===== config.mk =====
export PLATFORM = sky130hd
export DESIGN_NAME = port_cde_io
export DESIGN_NICKNAME = d
export VERILOG_FILES = /design/src/port_io_pkg.sv /design/src/pin_sync.sv /design/src/port_cde_io.sv
export VERILOG_INCLUDE_DIRS = /design/src
export SDC_FILE = /design/constraint.sdc
export NUM_CORES = 1
export LEC_CHECK = 0
export ABC_AREA = 1
export BUFFER_PORTS_ARGS = -buffer_cell sky130_fd_sc_hd__buf_2
export CORE_ASPECT_RATIO = 1.75
export CORE_MARGIN = 4
export CORE_UTILIZATION = 58
export CTS_BUF_LIST = sky130_fd_sc_hd__clkbuf_8
export CTS_CLUSTER_SIZE = 10
export DETAILED_ROUTE_END_ITERATION = 8
export GPL_TIMING_DRIVEN = 0
export HOLD_SLACK_MARGIN = 0.03
export PLACE_DENSITY = 0.88
export SLEW_MARGIN = 20
export SYNTH_ARGS = -nofsm -noshare
export SYNTH_HDL_FRONTEND = slang
export SYNTH_SLANG_ARGS = --single-unit

===== constraint.sdc =====
create_clock -name pclk -period 2.35 [get_ports pclk]
set_clock_uncertainty 0.15 [all_clocks]
set_input_delay 0 -clock pclk [delete_from_list [all_inputs] [get_ports pclk]]
set_output_delay 0 -clock pclk [all_outputs]
set_load 0.03 [all_outputs]

===== src/port_io_regs.svh =====
`ifndef PORT_IO_REGS_SVH
`define PORT_IO_REGS_SVH

// ----------------------------------------------------------------
// Register byte addresses
// ----------------------------------------------------------------
`define OFS_PORT_C_PINS 12'h000
`define OFS_PORT_C_OUT_LATCH 12'h004
`define OFS_PORT_C_DIRECTION 12'h008
`define OFS_PORT_D_PINS 12'h00C
`define OFS_PORT_D_OUT_LATCH 12'h010
`define OFS_PORT_D_DIRECTION 12'h014
`define OFS_PORT_E_PINS 12'h018
`define OFS_PORT_E_OUT_LATCH 12'h01C
`define OFS_PORT_E_DIR_AND_SLAVE_CTL 12'h020
`define OFS_ANALOG_CONFIG 12'h024

// ----------------------------------------------------------------
// Port E direction and slave control fields
// ----------------------------------------------------------------
`define BIT_INPUT_FULL 7
`define BIT_OUTPUT_FULL 6
`define BIT_INPUT_OVERFLOW 5
`define BIT_SLAVE_PORT_MODE 4

// ----------------------------------------------------------------
// Reset values
// ----------------------------------------------------------------
`define RST_DIRECTION_8 8'hFF
`define RST_DIRECTION_E 3'h7
`define RST_LATCH_8 8'h00
`define RST_LATCH_E 3'h0
`define RST_ANALOG_SEL 3'h7

`endif


===== src/port_io_pkg.sv =====
package port_io_pkg;

  typedef struct packed {
    logic [7:0] out;
    logic [7:0] oe;
  } port8_drive_t;

  typedef struct packed {
    logic [2:0] out;
    logic [2:0] oe;
  } port3_drive_t;

  typedef struct packed {
    logic read_n;
    logic write_n;
    logic select_n;
  } slave_strobes_t;

endpackage : port_io_pkg


===== src/pin_sync.sv =====
`timescale 1ns/1ps
`default_nettype none

module pin_sync #(
  parameter int WIDTH = 8,
  parameter logic [WIDTH-1:0] RST_VAL = '0
) (
  input wire logic pclk, // Core clock
  input wire logic presetn, // Async reset, active low
  input wire logic [WIDTH-1:0] async_in, // Raw pin levels
  output logic [WIDTH-1:0] sync_out // Levels after two flops
);

  logic [WIDTH-1:0] meta_q;

  // Only the second stage is read outside
  always_ff @(posedge pclk or negedge presetn)
  begin
    if (!presetn)
    begin
      meta_q <= RST_VAL;
      sync_out <= RST_VAL;
    end
    else
    begin
      meta_q <= async_in;
      sync_out <= meta_q;
    end
  end

endmodule : pin_sync

`default_nettype wire


===== src/port_cde_io.sv =====
`timescale 1ns/1ps
`default_nettype none
`include "port_io_regs.svh"

module port_cde_io (
  input wire logic pclk, // Core clock, 10 MHz
  input wire logic presetn, // Async reset, active low
  input wire logic por_n, // Low marks power-on reset cause
  input wire logic psel, // APB select
  input wire logic penable, // APB enable
  input wire logic pwrite, // APB direction
  input wire logic [11:0] paddr, // APB byte address
  input wire logic [31:0] pwdata, // APB write data
  output logic [31:0] prdata, // APB read data
  output logic pready, // APB ready
  output logic pslverr, // APB error on unmapped address
  input wire logic [7:0] pin_c_in, // Port C pin levels
  output port_io_pkg::port8_drive_t pin_c_drv, // Port C drive
  input wire logic [7:0] pin_d_in, // Port D pin levels
  output port_io_pkg::port8_drive_t pin_d_drv, // Port D drive
  input wire logic [2:0] pin_e_in, // Port E pin levels
  output port_io_pkg::port3_drive_t pin_e_drv, // Port E drive
  input wire logic [7:0] periph_c_en, // Peripheral owns port C pin
  input wire logic [7:0] periph_c_dir, // Peripheral direction, 1 input
  input wire logic [7:0] periph_c_out, // Peripheral output level
  output logic schmitt_sel // High: Schmitt buffers, low: TTL
);

  // ----------------------------------------------------------------
  // Pin synchronisers
  // ----------------------------------------------------------------
  logic [7:0] c_sync;
  logic [7:0] d_sync;
  logic [2:0] e_sync;

  pin_sync #(.WIDTH(8), .RST_VAL(8'h00)) u_sync_c (
    .pclk(pclk),
    .presetn(presetn),
    .async_in(pin_c_in),
    .sync_out(c_sync)
  );

  pin_sync #(.WIDTH(8), .RST_VAL(8'h00)) u_sync_d (
    .pclk(pclk),
    .presetn(presetn),
    .async_in(pin_d_in),
    .sync_out(d_sync)
  );

  // Strobes idle high, so they rest inactive through reset
  pin_sync #(.WIDTH(3), .RST_VAL(3'h7)) u_sync_e (
    .pclk(pclk),
    .presetn(presetn),
    .async_in(pin_e_in),
    .sync_out(e_sync)
  );

  // ----------------------------------------------------------------
  // Registers
  // ----------------------------------------------------------------
  logic [7:0] lat_c_q;
  logic [7:0] dir_c_q;
  logic [7:0] lat_d_q;
  logic [7:0] dir_d_q;
  logic [2:0] lat_e_q;
  logic [2:0] dir_e_q;
  logic [2:0] analog_sel_q;
  logic slave_mode_q;
  logic in_full_q;
  logic out_full_q;
  logic in_ovf_q;
  logic [7:0] slave_in_q;
  logic rd_seen_q;
  logic wr_seen_q;
  logic por_seen_q;

  port_io_pkg::slave_strobes_t strb;
  logic ext_rd_act;
  logic ext_wr_act;
  logic ext_rd_start;
  logic ext_wr_start;
  logic wr_en;
  logic rd_en;
  logic cpu_rd_d;
  logic cpu_wr_d;
  logic ctl_wr;

  // Once per transfer: a second edge would clear a flag set meanwhile
  assign wr_en = psel && penable && pwrite && !pready;
  assign rd_en = psel && penable && !pwrite && !pready;
  // Reading port D in slave mode hands over the received word
  assign cpu_rd_d = rd_en && (paddr == `OFS_PORT_D_PINS);
  assign cpu_wr_d = wr_en && (paddr == `OFS_PORT_D_PINS || paddr == `OFS_PORT_D_OUT_LATCH);
  assign ctl_wr = wr_en && (paddr == `OFS_PORT_E_DIR_AND_SLAVE_CTL);

  // ----------------------------------------------------------------
  // Slave port strobe decode
  // ----------------------------------------------------------------
  // Strobes count only with select low and slave mode on
  assign strb = '{read_n: e_sync[0], write_n: e_sync[1], select_n: e_sync[2]};
  assign ext_rd_act = slave_mode_q && !strb.select_n && !strb.read_n;
  assign ext_wr_act = slave_mode_q && !strb.select_n && !strb.write_n;
  assign ext_rd_start = ext_rd_act && !rd_seen_q;
  assign ext_wr_start = ext_wr_act && !wr_seen_q;

  always_ff @(posedge pclk or negedge presetn)
  begin
    if (!presetn)
    begin
      rd_seen_q <= 1'b0;
      wr_seen_q <= 1'b0;
    end
    else
    begin
      rd_seen_q <= ext_rd_act;
      wr_seen_q <= ext_wr_act;
    end
  end

  // Data is taken when the strobe is first seen low
  always_ff @(posedge pclk or negedge presetn)
  begin
    if (!presetn)
      slave_in_q <= 8'h00;
    else if (ext_wr_start)
      slave_in_q <= d_sync;
  end

  // ----------------------------------------------------------------
  // Status flags: the set condition wins over the clear
  // ----------------------------------------------------------------
  // A new word outranks a CPU read in the same cycle
  always_ff @(posedge pclk or negedge presetn)
  begin
    if (!presetn)
      in_full_q <= 1'b0;
    else if (ext_wr_start)
      in_full_q <= 1'b1;
    else if (cpu_rd_d)
      in_full_q <= 1'b0;
  end

  // Only a slave-mode write waits for the external reader
  always_ff @(posedge pclk or negedge presetn)
  begin
    if (!presetn)
      out_full_q <= 1'b0;
    else if (cpu_wr_d && slave_mode_q)
      out_full_q <= 1'b1;
    else if (ext_rd_start)
      out_full_q <= 1'b0;
  end

  // Cleared only by a written zero
  always_ff @(posedge pclk or negedge presetn)
  begin
    if (!presetn)
      in_ovf_q <= 1'b0;
    else if (ext_wr_start && in_full_q && !cpu_rd_d)
      in_ovf_q <= 1'b1;
    else if (ctl_wr && !pwdata[`BIT_INPUT_OVERFLOW])
      in_ovf_q <= 1'b0;
  end

  // ----------------------------------------------------------------
  // Software-written registers
  // ----------------------------------------------------------------
  // Peripheral overrides act only on the drivers, never here
  always_ff @(posedge pclk or negedge presetn)
  begin
    if (!presetn)
    begin
      lat_c_q <= `RST_LATCH_8;
      dir_c_q <= `RST_DIRECTION_8;
      lat_d_q <= `RST_LATCH_8;
      dir_d_q <= `RST_DIRECTION_8;
      lat_e_q <= `RST_LATCH_E;
      dir_e_q <= `RST_DIRECTION_E;
      slave_mode_q <= 1'b0;
    end
    else if (wr_en)
    begin
      case (paddr)
        `OFS_PORT_C_PINS, `OFS_PORT_C_OUT_LATCH: lat_c_q <= pwdata[7:0];
        `OFS_PORT_C_DIRECTION: dir_c_q <= pwdata[7:0];
        `OFS_PORT_D_PINS, `OFS_PORT_D_OUT_LATCH: lat_d_q <= pwdata[7:0];
        `OFS_PORT_D_DIRECTION: dir_d_q <= pwdata[7:0];
        `OFS_PORT_E_PINS, `OFS_PORT_E_OUT_LATCH: lat_e_q <= pwdata[2:0];
        `OFS_PORT_E_DIR_AND_SLAVE_CTL:
        begin
          dir_e_q <= pwdata[2:0];
          slave_mode_q <= pwdata[`BIT_SLAVE_PORT_MODE];
        end
        default: ;
      endcase
    end
  end

  // Analog selection: all analog on every reset, reloaded in the first cycle after a power-on reset
  always_ff @(posedge pclk or negedge presetn)
  begin
    if (!presetn)
      por_seen_q <= 1'b0;
    else
      por_seen_q <= 1'b1;
  end

  always_ff @(posedge pclk or negedge presetn)
  begin
    if (!presetn)
      analog_sel_q <= `RST_ANALOG_SEL;
    else if (!por_seen_q && !por_n)
      analog_sel_q <= `RST_ANALOG_SEL;
    else if (wr_en && paddr == `OFS_ANALOG_CONFIG)
      analog_sel_q <= pwdata[2:0];
  end

  // ----------------------------------------------------------------
  // Pin drivers
  // ----------------------------------------------------------------
  logic [7:0] c_oe_d;
  logic [7:0] c_out_d;

  // Override chosen per pin; the direction register never sees it
  genvar gi;
  generate
    for (gi = 0; gi < 8; gi++)
    begin : g_c_pin
      assign c_oe_d[gi] = periph_c_en[gi] ? !periph_c_dir[gi] : !dir_c_q[gi];
      assign c_out_d[gi] = periph_c_en[gi] ? periph_c_out[gi] : lat_c_q[gi];
    end
  endgenerate

  always_ff @(posedge pclk or negedge presetn)
  begin
    if (!presetn)
      pin_c_drv <= '{out: 8'h00, oe: 8'h00};
    else
      pin_c_drv <= '{out: c_out_d, oe: c_oe_d};
  end

  // In slave mode the bus is driven only while an external read is active
  always_ff @(posedge pclk or negedge presetn)
  begin
    if (!presetn)
      pin_d_drv <= '{out: 8'h00, oe: 8'h00};
    else if (slave_mode_q)
      pin_d_drv <= '{out: lat_d_q, oe: {8{ext_rd_act}}};
    else
      pin_d_drv <= '{out: lat_d_q, oe: ~dir_d_q};
  end

  // Analog pins stay driven per direction: software must keep them inputs
  always_ff @(posedge pclk or negedge presetn)
  begin
    if (!presetn)
      pin_e_drv <= '{out: 3'h0, oe: 3'h0};
    else
      pin_e_drv <= '{out: lat_e_q, oe: ~dir_e_q};
  end

  always_ff @(posedge pclk or negedge presetn)
  begin
    if (!presetn)
      schmitt_sel <= 1'b1;
    else
      schmitt_sel <= !slave_mode_q;
  end

  // ----------------------------------------------------------------
  // APB read and response
  // ----------------------------------------------------------------
  function automatic logic is_mapped(input logic [11:0] a);
    is_mapped = (a == `OFS_PORT_C_PINS) || (a == `OFS_PORT_C_OUT_LATCH)
      || (a == `OFS_PORT_C_DIRECTION) || (a == `OFS_PORT_D_PINS)
      || (a == `OFS_PORT_D_OUT_LATCH) || (a == `OFS_PORT_D_DIRECTION)
      || (a == `OFS_PORT_E_PINS) || (a == `OFS_PORT_E_OUT_LATCH)
      || (a == `OFS_PORT_E_DIR_AND_SLAVE_CTL) || (a == `OFS_ANALOG_CONFIG);
  endfunction : is_mapped

  // Decoded from the address held through the access phase
  logic [31:0] rdata_d;

  always_comb
  begin
    rdata_d = 32'h0000_0000;
    case (paddr)
      `OFS_PORT_C_PINS: rdata_d[7:0] = c_sync;
      `OFS_PORT_C_OUT_LATCH: rdata_d[7:0] = lat_c_q;
      `OFS_PORT_C_DIRECTION: rdata_d[7:0] = dir_c_q;
      `OFS_PORT_D_PINS: rdata_d[7:0] = slave_mode_q ? slave_in_q : d_sync;
      `OFS_PORT_D_OUT_LATCH: rdata_d[7:0] = lat_d_q;
      `OFS_PORT_D_DIRECTION: rdata_d[7:0] = dir_d_q;
      `OFS_PORT_E_PINS: rdata_d[2:0] = e_sync & ~analog_sel_q;
      `OFS_PORT_E_OUT_LATCH: rdata_d[2:0] = lat_e_q;
      `OFS_PORT_E_DIR_AND_SLAVE_CTL:
        rdata_d[7:0] = {in_full_q, out_full_q, in_ovf_q, slave_mode_q, 1'b0, dir_e_q};
      `OFS_ANALOG_CONFIG: rdata_d[2:0] = analog_sel_q;
      default: rdata_d = 32'h0000_0000;
    endcase
  end

  // One wait state: answer comes on the second access-phase edge
  always_ff @(posedge pclk or negedge presetn)
  begin
    if (!presetn)
    begin
      pready <= 1'b0;
      pslverr <= 1'b0;
      prdata <= 32'h0000_0000;
    end
    else
    begin
      pready <= psel && penable && !pready;
      pslverr <= psel && penable && !pready && !is_mapped(paddr);
      prdata <= (psel && penable && !pwrite && !pready) ? rdata_d : 32'h0000_0000;
    end
  end

endmodule : port_cde_io

`default_nettype wire


==> flow_summary.ini, run 1 <==
[final_layout]
finalCoreUtilization = 0.796
fin_area_mm2 = 0.00789
diodes = 0
nets = 905
drive_above_1_share = 0.339
area_growth_pct = 33.6

[timing]
setup_ws_ns = 0.114
min_period_ns = 2.24
slew_headroom = 0.644
finalHoldViolCount = 0
setup_viol = 0
grt_setup_unrepaired = no
maxSlewViolCount = 0
post-route-period-util = 0.952
worst_slew_pin_slew_ns = 0.532
whs_ns = 0.0473
max_freq_ghz = 0.447

[detailed_routing]
routed_wl_um = 16000
vias = 4858
wl_per_cell_um = 16.8
first_iter_violations = 405
drc = 0
final_antenna_net_count = 0
first_pass_iters = 5
post_drt_via_cell_ratio = 5.11

[clock_tree]
cts.htree.levels = 4
cts_root_buffer = clkbuf_8
insertion_delay_ns = 0.44
clockBufferDepth = 2
clk_pin_slew_ns = 0.08
cts_sinks = 143
numCtsBuffers = 17
cts_tree = done

[pwr]
vdd_drop_max_mv = 0.659
power_density_mw_per_mm2 = 615
p_leak_uw = 0.00406

[global_routing]
grt_max_degree = 106
grt_usage = 0.286
antenna_found_initial = 0
grt_overflow = 0
grt_pass1_wl_um = 26200
grt_pass1_vias = 5253

[floorplan]
start_util = 0.596
core_mm2 = 0.00991
row_count = 48
chipHeight_um = 142
die_area_mm2 = 0.0119
die_x_um = 84.3
ios = 166

[synthesis]
ys_seq_elements = 143
syn_area_per_cell_um2 = 10.2
async_flop_share = 1.00
synth_top_area_cell = dfrtp_1
netlist.area_leader.share = 0.483
yosys_warnings = 0
ys_seq_area_frac = 0.612
syn_inst = 580
synth_common_cells = 152 x nand2_1, 114 x dfrtp_1, 50 x inv_1, 38 x o21ai_0, 32 x nor2_1
synthDistinctLibCells = 27
yosysMostFrequentCell = nand2_1
syn-cell-area_mm2 = 0.00591
synthTopCellsByArea = dfrtp_1 48%, dfstp_2 13%, nand2_1 9.7%
ys.flop_type = dfrtp_1
synth_edf_count = 0

[critical_path]
rr_endpoint = analog_sel_q[1]$_DFFE_PN1P_
path_class = in2reg
rrSetupSlack_ns = 0.48
cp.arrival_ns = 2.45
required_ns = 2.57
reg2reg_depth = 6
cp_max_fo = 5
r2r_start = pready$_DFF_PN0_
end_kind = flip-flop
crit_path_start_kind = primary input

[worst_hold_path]
worstHoldStart = pin_c_in[2]
hp-class = in2reg
min_to = u_sync_c.meta_q[2]$_DFF_PN0_
min_path_cells = 2

[run_status]
outcome = finished, final reports clean

[run]
drv_cap = 0

[placement]
io_buffers = 117
dp_hpwl_um = 10400
place_ws_ns = 0.685
dpl-instance-area_mm2 = 0.00677
place_congestion = 0.875
metrics by stage:
step	TNS [ns]	total power (µW)	cells
final	0	4850	950
after global routing	0	5030	950
after CTS	0	4850	950
after detailed placement	0	2930	846
after global placement	-65.47	2900	845
after floorplan	0	2770	603
cells by family (layout without fill, tap and decap cells):
kind of cell / after synthesis / count (layout) / share of synthesized area
simple gates: 247 / 247 / 0.198
flops: 143 / 143 / 0.612
buf+inv: 95 / 317 / 0.0817
compound gates: 77 / 77 / 0.0786
mux: 16 / 16 / 0.0288
other cells: 2 / 25 / 0.00127
cell usage in the layout (no fill, tap or decap), types with 4 or more instances in the layout:
master	Yosys	final
mux2i_1	8	8
clkbuf_8	0	18
mux2_2	8	8
o21ai_1	15	15
dfstp_2	29	29
nor2_1	32	31
buf_4	25	25
buf_6	4	4
nand2_4	7	7
o21ai_2	21	21
inv_2	12	12
buf_2	2	118
nor2_4	5	6
dlygate4sd3_1	0	71
nand2_2	10	11
conb_1	2	25
nor2_2	4	4
nand2_1	152	151
dfrtp_1	114	114
nor2_8	4	4
inv_1	50	55
o21ai_0	38	38
nand3_1	25	25
report_power, final:
part,total (µW),internal [µW],switching [µW]
sequential,2540,2520,19.0
clock,1870,953,915
combinational,449,193,256
total,4850,3660,1190
layout make-up:
| cell class | count | area, µm² |
|---|---|---|
| clock buffer | 18 | 248 |
| inverter | 62 | 233 |
| sequential | 143 | 3610 |
| timing repair buffer | 190 | 1350 |
| buffer | 33 | 250 |
| clock inverter | 14 | 130 |
| multi-input combinational | 365 | 1910 |
| fill | 642 | 2020 |
| tap | 125 | 156 |
per-layer routing:
metal	GRT usage	wire [µm]	vias to the layer above
met2	0.523	8880	227
met3	0.0651	947	59
met1	0.311	5490	2329
met4	0.131	656	0
met5	0	0	-
li1	-	-	2243
worst max-delay path, stage by stage:
cell and delay (ns):
dlygate4sd3_1 0.52, buf_2 0.09, nand2_1 0.04, dlygate4sd3_1 0.59, nor2_2 0.14, nand2_2 0.11
nor2_4 0.19, a21oi_1 0.09, dlygate4sd3_1 0.57, o21ai_0 0.09
worst max-delay path by stage:
stage                startpoint                          end  slack [ns]
2_1_floorplan  pready$_DFF_PN0_       lat_d_q[7]$_DFFE_PN0P_        0.75
3_3_place_gp            presetn       pin_c_drv[4]$_DFF_PN0_       -0.59
3_5_place_dp   pready$_DFF_PN0_       lat_d_q[7]$_DFFE_PN0P_        0.68
4_1_cts                 penable  analog_sel_q[1]$_DFFE_PN1P_        0.05
5_1_grt                 penable  analog_sel_q[1]$_DFFE_PN1P_        0.03
6_report                penable  analog_sel_q[1]$_DFFE_PN1P_        0.11
flip-flops by register name, summed over array words and instances, names as in the netlist, 3 cells and up:
signal             cells
dir_d_q                8
pin_e_drv              6
analog_sel_q           3
u_sync_e.sync_out      3
u_sync_c.sync_out      8
u_sync_c.meta_q        8
pin_d_drv             16
u_sync_d.meta_q        8
lat_e_q                3
slave_in_q             8
dir_e_q                3
lat_d_q                8
lat_c_q                8
pin_c_drv             16
u_sync_e.meta_q        3
dir_c_q                8
u_sync_d.sync_out      8
prdata                 8
what timing repair did:
| action | in CTS | in global routing |
|---|---|---|
| endpoints found under the setup margin | 0 | 2 |
| buffers inserted | 0 | 0 |
| hold endpoints to repair | 213 | 0 |
| gates resized for setup | 0 | 3 |
| hold buffers | 72 | 0 |
Note: power is estimated with default switching activity, not from simulation.
==> run 2, diff against run 1 <==
CTS_CLUSTER_SIZE = unset   (was 10)
PLACE_DENSITY = 0.9   (was 0.88)
RECOVER_POWER = 100   (was unset)
==> flow_summary.ini, run 2 (synthesis results as in run 1) <==
[run_status]
outcome = finished, final reports clean

[final_layout]
diodes = 0
final_cells = 974
final_common_cell = nand2_1
area_growth_pct = 36.9
drive_above_1_share = 0.259
mostFrequentLayoutCells = 154 x nand2_1, 114 x dfrtp_1, 95 x dlygate4sd3_1, 69 x buf_2, 56 x inv_1
nets = 929
reg_top3 = pin_c_drv (16), pin_d_drv (16)
fin_area_mm2 = 0.00809

[critical_path]
crit_path_start_kind = primary input
required_ns = 2.55
cp.arrival_ns = 2.44
cp_max_fo = 10
path_class = in2reg
end_kind = flip-flop
rrSetupSlack_ns = 0.39

[timing]
setup_viol = 0
finalHoldViolCount = 0
grt_setup_unrepaired = no
worst_slew_pin_slew_ns = 0.723
slew_headroom = 0.518
min_period_ns = 2.25
post-route-period-util = 0.957
maxSlewViolCount = 0
max_freq_ghz = 0.445

[clock_tree]
post_cts_buffers = 0
cts_tree = done
clockBufferDepth = 2
insertion_delay_ns = 0.46
cts_root_buffer = clkbuf_8
clk_pin_slew_ns = 0.08
numCtsBuffers = 17
cts_sinks = 143
cts.htree.levels = 4

[placement]
place_congestion = 0.871
dp_hpwl_um = 10600
dpl-instance-area_mm2 = 0.00677
io_buffers = 117
place_inst = 846

[detailed_routing]
final_antenna_net_count = 0
routed_wl_um = 16800
first_iter_violations = 391
post_drt_via_cell_ratio = 5.10
first_pass_iters = 6
vias = 4969
drc = 0
wl_per_cell_um = 17.2

[global_routing]
grt_pass1_wl_um = 27100
antenna_found_initial = 0
grt_pass1_vias = 5331
grt_overflow = 0
grt_max_degree = 109
grt_usage = 0.298

[pwr]
vdd_drop_max_mv = 0.518
power_density_mw_per_mm2 = 642
p_leak_uw = 0.00400

[floorplan]
die_area_mm2 = 0.0119
start_util = 0.596
ios = 166
row_count = 48
chipHeight_um = 142
core_mm2 = 0.00991
die_x_um = 84.3

[worst_hold_path]
hp-class = in2reg

[run]
drv_cap = 0
run 2: cell count changes in the layout (fill, tap and decap cells not counted), sizes merged:
cell,before,now
buf,150,98
bufinv,2,4
clkbuf,20,75
clkinv,4,0
clkinvlp,2,3
dlygate4sd3,71,95
inv,68,66
run 2: worst max-delay path, stage by stage:
cell and delay, ns:
dlygate4sd3_1 0.52, buf_2 0.10, nand2_1 0.04, dlygate4sd3_1 0.59
nor2_2 0.16, nand2_2 0.12, inv_1 0.32, nand2_2 0.24
buf_6 0.22, nand2_1 0.08, o21ai_2 0.05
run 2: area by class of cell:
type	count	area [µm²]
repair buffers	214	1510
clock inverters	11	163
clock buffers	21	289
fillers	622	1820
multi-input cells	365	1880
plain buffers	33	243
inverters	62	233
well taps	125	156
flip-flops and latches	143	3610
run 2: final timing paths:
| check | from | to | depth (start not counted) |
|---|---|---|---|
| max reg2reg | slave_mode_q$_DFFE_PN0P_ | out_full_q$_DFFE_PN0P_ | 6 |
| max | penable | lat_d_q[7]$_DFFE_PN0P_ | 11 |
| min | pin_e_in[1] | u_sync_e.meta_q[1]$_DFF_PN1_ | 2 |
| min reg2reg | u_sync_c.meta_q[5]$_DFF_PN0_ | u_sync_c.sync_out[5]$_DFF_PN0_ | 0 |
| max in group asynchronous | presetn | pin_d_drv[1]$_DFF_PN0_ | 4 |
| min in group asynchronous | presetn | analog_sel_q[1]$_DFFE_PN1P_ | 3 |
run 2: repair_timing:
action / CTS / global route
endpoints found under the hold margin: 229 / 2
gates resized for setup: 0 / 3
hold buffers: 94 / 2
setup endpoints to repair: 0 / 4
run 2: stage by stage:
stage	util	hold WS, ns	worst slack [ns]	power, µW	setup TNS [ns]
2_1_floorplan	-	-0.446	0.753	2770	0
3_3_place_gp	0.680	-0.0429	-0.603	2900	-67.14
3_5_place_dp	0.684	-0.262	0.701	2930	0
4_1_cts	0.825	0.0304	0.0886	5200	0
5_1_grt	0.816	0.0454	0.00664	5380	0
6_report	0.816	0.0653	0.102	5190	0
run 2: power breakdown:
group          switching [µW]  leakage [µW]  total (µW)  internal [µW]
registers                20.4       0.00171        2540           2520
logic                     262       0.00206         471            209
clock network             920      0.000228        2180           1260
total                    1200       0.00400        5190           3990
run 2: per-layer routing:
layer | global-route usage | part of all wire | vias up
met1 | 0.321 | 0.35 | 2381
li1 | - | - | 2294
met2 | 0.555 | 0.56 | 239
met3 | 0.0662 | 0.056 | 55
met4 | 0.124 | 0.035 | 0
met5 | 0 | 0 | -
==> run 3, diff against run 2 <==
SETUP_SLACK_MARGIN = 0.2   (was unset)
==> flow_summary.ini, run 3 (synthesis results as in run 1) <==
[timing]
maxSlewViolCount = 0
finalHoldViolCount = 0
whs_ns = 0.0117
max_freq_ghz = 0.466
post-route-period-util = 0.914
setup_viol = 0
min_period_ns = 2.15
slew_headroom = 0.518
grt_setup_unrepaired = no
worst_slew_pin_slew_ns = 0.723

[final_layout]
final_cells = 969
diodes = 0
final_common_cell = nand2_1
nets = 924
area_growth_pct = 35.3
drive_above_1_share = 0.242
fillers = 640
mostFrequentLayoutCells = 154 x nand2_1, 114 x dfrtp_1, 89 x dlygate4sd3_1, 66 x buf_2, 56 x clkbuf_1
seq_area_mm2 = 0.00361
multi_input_area_mm2 = 0.00185
reg_top3 = pin_c_drv (16), pin_d_drv (16)

[worst_hold_path]
worstHoldStart = paddr[9]
hp-class = in2reg
min_path_cells = 7
min_to = analog_sel_q[2]$_DFFE_PN1P_

[pwr]
vdd_drop_max_mv = 0.517
power_density_mw_per_mm2 = 648
p_leak_uw = 0.00397

[clock_tree]
insertion_delay_ns = 0.45
cts_tree = done
clk_pin_slew_ns = 0.08
cts.htree.levels = 4
clockBufferDepth = 2
numCtsBuffers = 17
cts_root_buffer = clkbuf_8
cts_sinks = 143

[placement]
place_congestion = 0.871
io_buffers = 117
dp_hpwl_um = 10600
place_inst = 846

[critical_path]
slowest_delay_ns = 0.57
cp_cell_sequence = dlygate4sd3_1 > buf_2 > nand2_1 > dlygate4sd3_1 > nor2_1 > nand2_1 > inv_2 > nand2_1 > buf_6 > nand2_1 > o21ai_1
path_class = in2reg
crit_path_start_kind = primary input
required_ns = 2.58
cp_max_fo = 10
rrSetupSlack_ns = 0.35
reg2reg_depth = 6
critPathBufInv = 5
slowest_stage = dlygate4sd3_1
crit_family = buffers and inverters
r2r_start = slave_mode_q$_DFFE_PN0P_
end_kind = flip-flop
cp.arrival_ns = 2.38
rr_endpoint = slave_in_q[7]$_DFFE_PN0P_
cp_common_cell = nand2_1

[global_routing]
grt_max_degree = 109
grt_pass1_vias = 5398
antenna_found_initial = 0
grt_pass1_wl_um = 27100
grt_usage = 0.300
grt_overflow = 0

[detailed_routing]
first_iter_violations = 306
routed_wl_um = 16800
final_antenna_net_count = 0
vias = 4944
post_drt_via_cell_ratio = 5.10
drc = 0
wl_per_cell_um = 17.4
first_pass_iters = 5

[floorplan]
start_util = 0.596
ios = 166
row_count = 48
core_mm2 = 0.00991
chipHeight_um = 142
die_x_um = 84.3
die_area_mm2 = 0.0119

[run_status]
outcome = finished, final reports clean

[run]
drv_cap = 0
==> run 3: cell count changes in the layout (fill, tap and decap cells not counted), moves of 2 or more <==
cell | before | now
clkbuf_2 | 1 | 3
buf_2 | 69 | 66
dfstp_1 | 2 | 10
o21ai_1 | 10 | 8
dlygate4sd3_1 | 95 | 89
dfstp_2 | 27 | 19
o21ai_2 | 18 | 13
inv_1 | 56 | 54
inv_2 | 9 | 11
nor2_2 | 4 | 2
clkbuf_1 | 53 | 56
o21ai_0 | 46 | 53
nor2_1 | 31 | 34
==> run 3: final cells by class <==
cell class	count	share of cell area
buffer	33	0.0291
clock buffer	21	0.0362
clock inverter	11	0.0204
inverter	62	0.0291
multi-input combinational	365	0.232
sequential	143	0.452
tap	125	0.0196
timing repair buffer	209	0.182
==> run 3: routing by layer <==
layer | GRT usage | share of wire
met2 | 0.552 | 0.56
met4 | 0.139 | 0.041
met1 | 0.315 | 0.34
met5 | 0 | 0
met3 | 0.0750 | 0.058
==> run 3: how the worst max path moves through the flow <==
stage | cells after the start | to | slack [ns] | from
floorplan | 7 | lat_d_q[7]$_DFFE_PN0P_ | 0.75 | pready$_DFF_PN0_
global placement | 1 | pin_c_drv[5]$_DFF_PN0_ | -0.60 | presetn
detailed placement | 6 | slave_in_q[7]$_DFFE_PN0P_ | 0.70 | slave_mode_q$_DFFE_PN0P_
CTS | 12 | lat_c_q[7]$_DFFE_PN0P_ | 0.22 | paddr[8]
global route | 11 | lat_d_q[7]$_DFFE_PN0P_ | 0.12 | penable
finish | 11 | dir_d_q[6]$_DFFE_PN1P_ | 0.20 | penable
==> run 3: timing repair <==
item,in CTS,in global routing
endpoints found under the hold margin,229,2
setup endpoints to repair,0,20
gates resized for setup,0,0
hold buffers,91,2
setup buffers,0,1
==> run 3: metrics by stage <==
step           TNS, ns  total power, µW  cell area (µm²)   util  setup WS [ns]
6_report             0             5180             7990  0.806          0.203
5_1_grt              0             5370             7990  0.806          0.119
4_1_cts              0             5190             8150  0.822          0.216
3_5_place_dp         0             2930             6770  0.684          0.701
3_3_place_gp    -67.14             2900             6740  0.680         -0.603
2_1_floorplan        0             2770             5990      -          0.753
==> run 3: tightest hold or removal path: stages <==
cell and delay [ns]:
buf_2 0.08, nor2_2 0.04, nand2_4 0.13, nor2_4 0.08
nand2_1 0.10, o21ai_0 0.08, nand2_1 0.07
==> run 3: power by group <==
part	switching [µW]	leakage, µW	internal (µW)
clock	921	0.000228	1260
combinational	259	0.00202	201
sequential	19.6	0.00171	2520
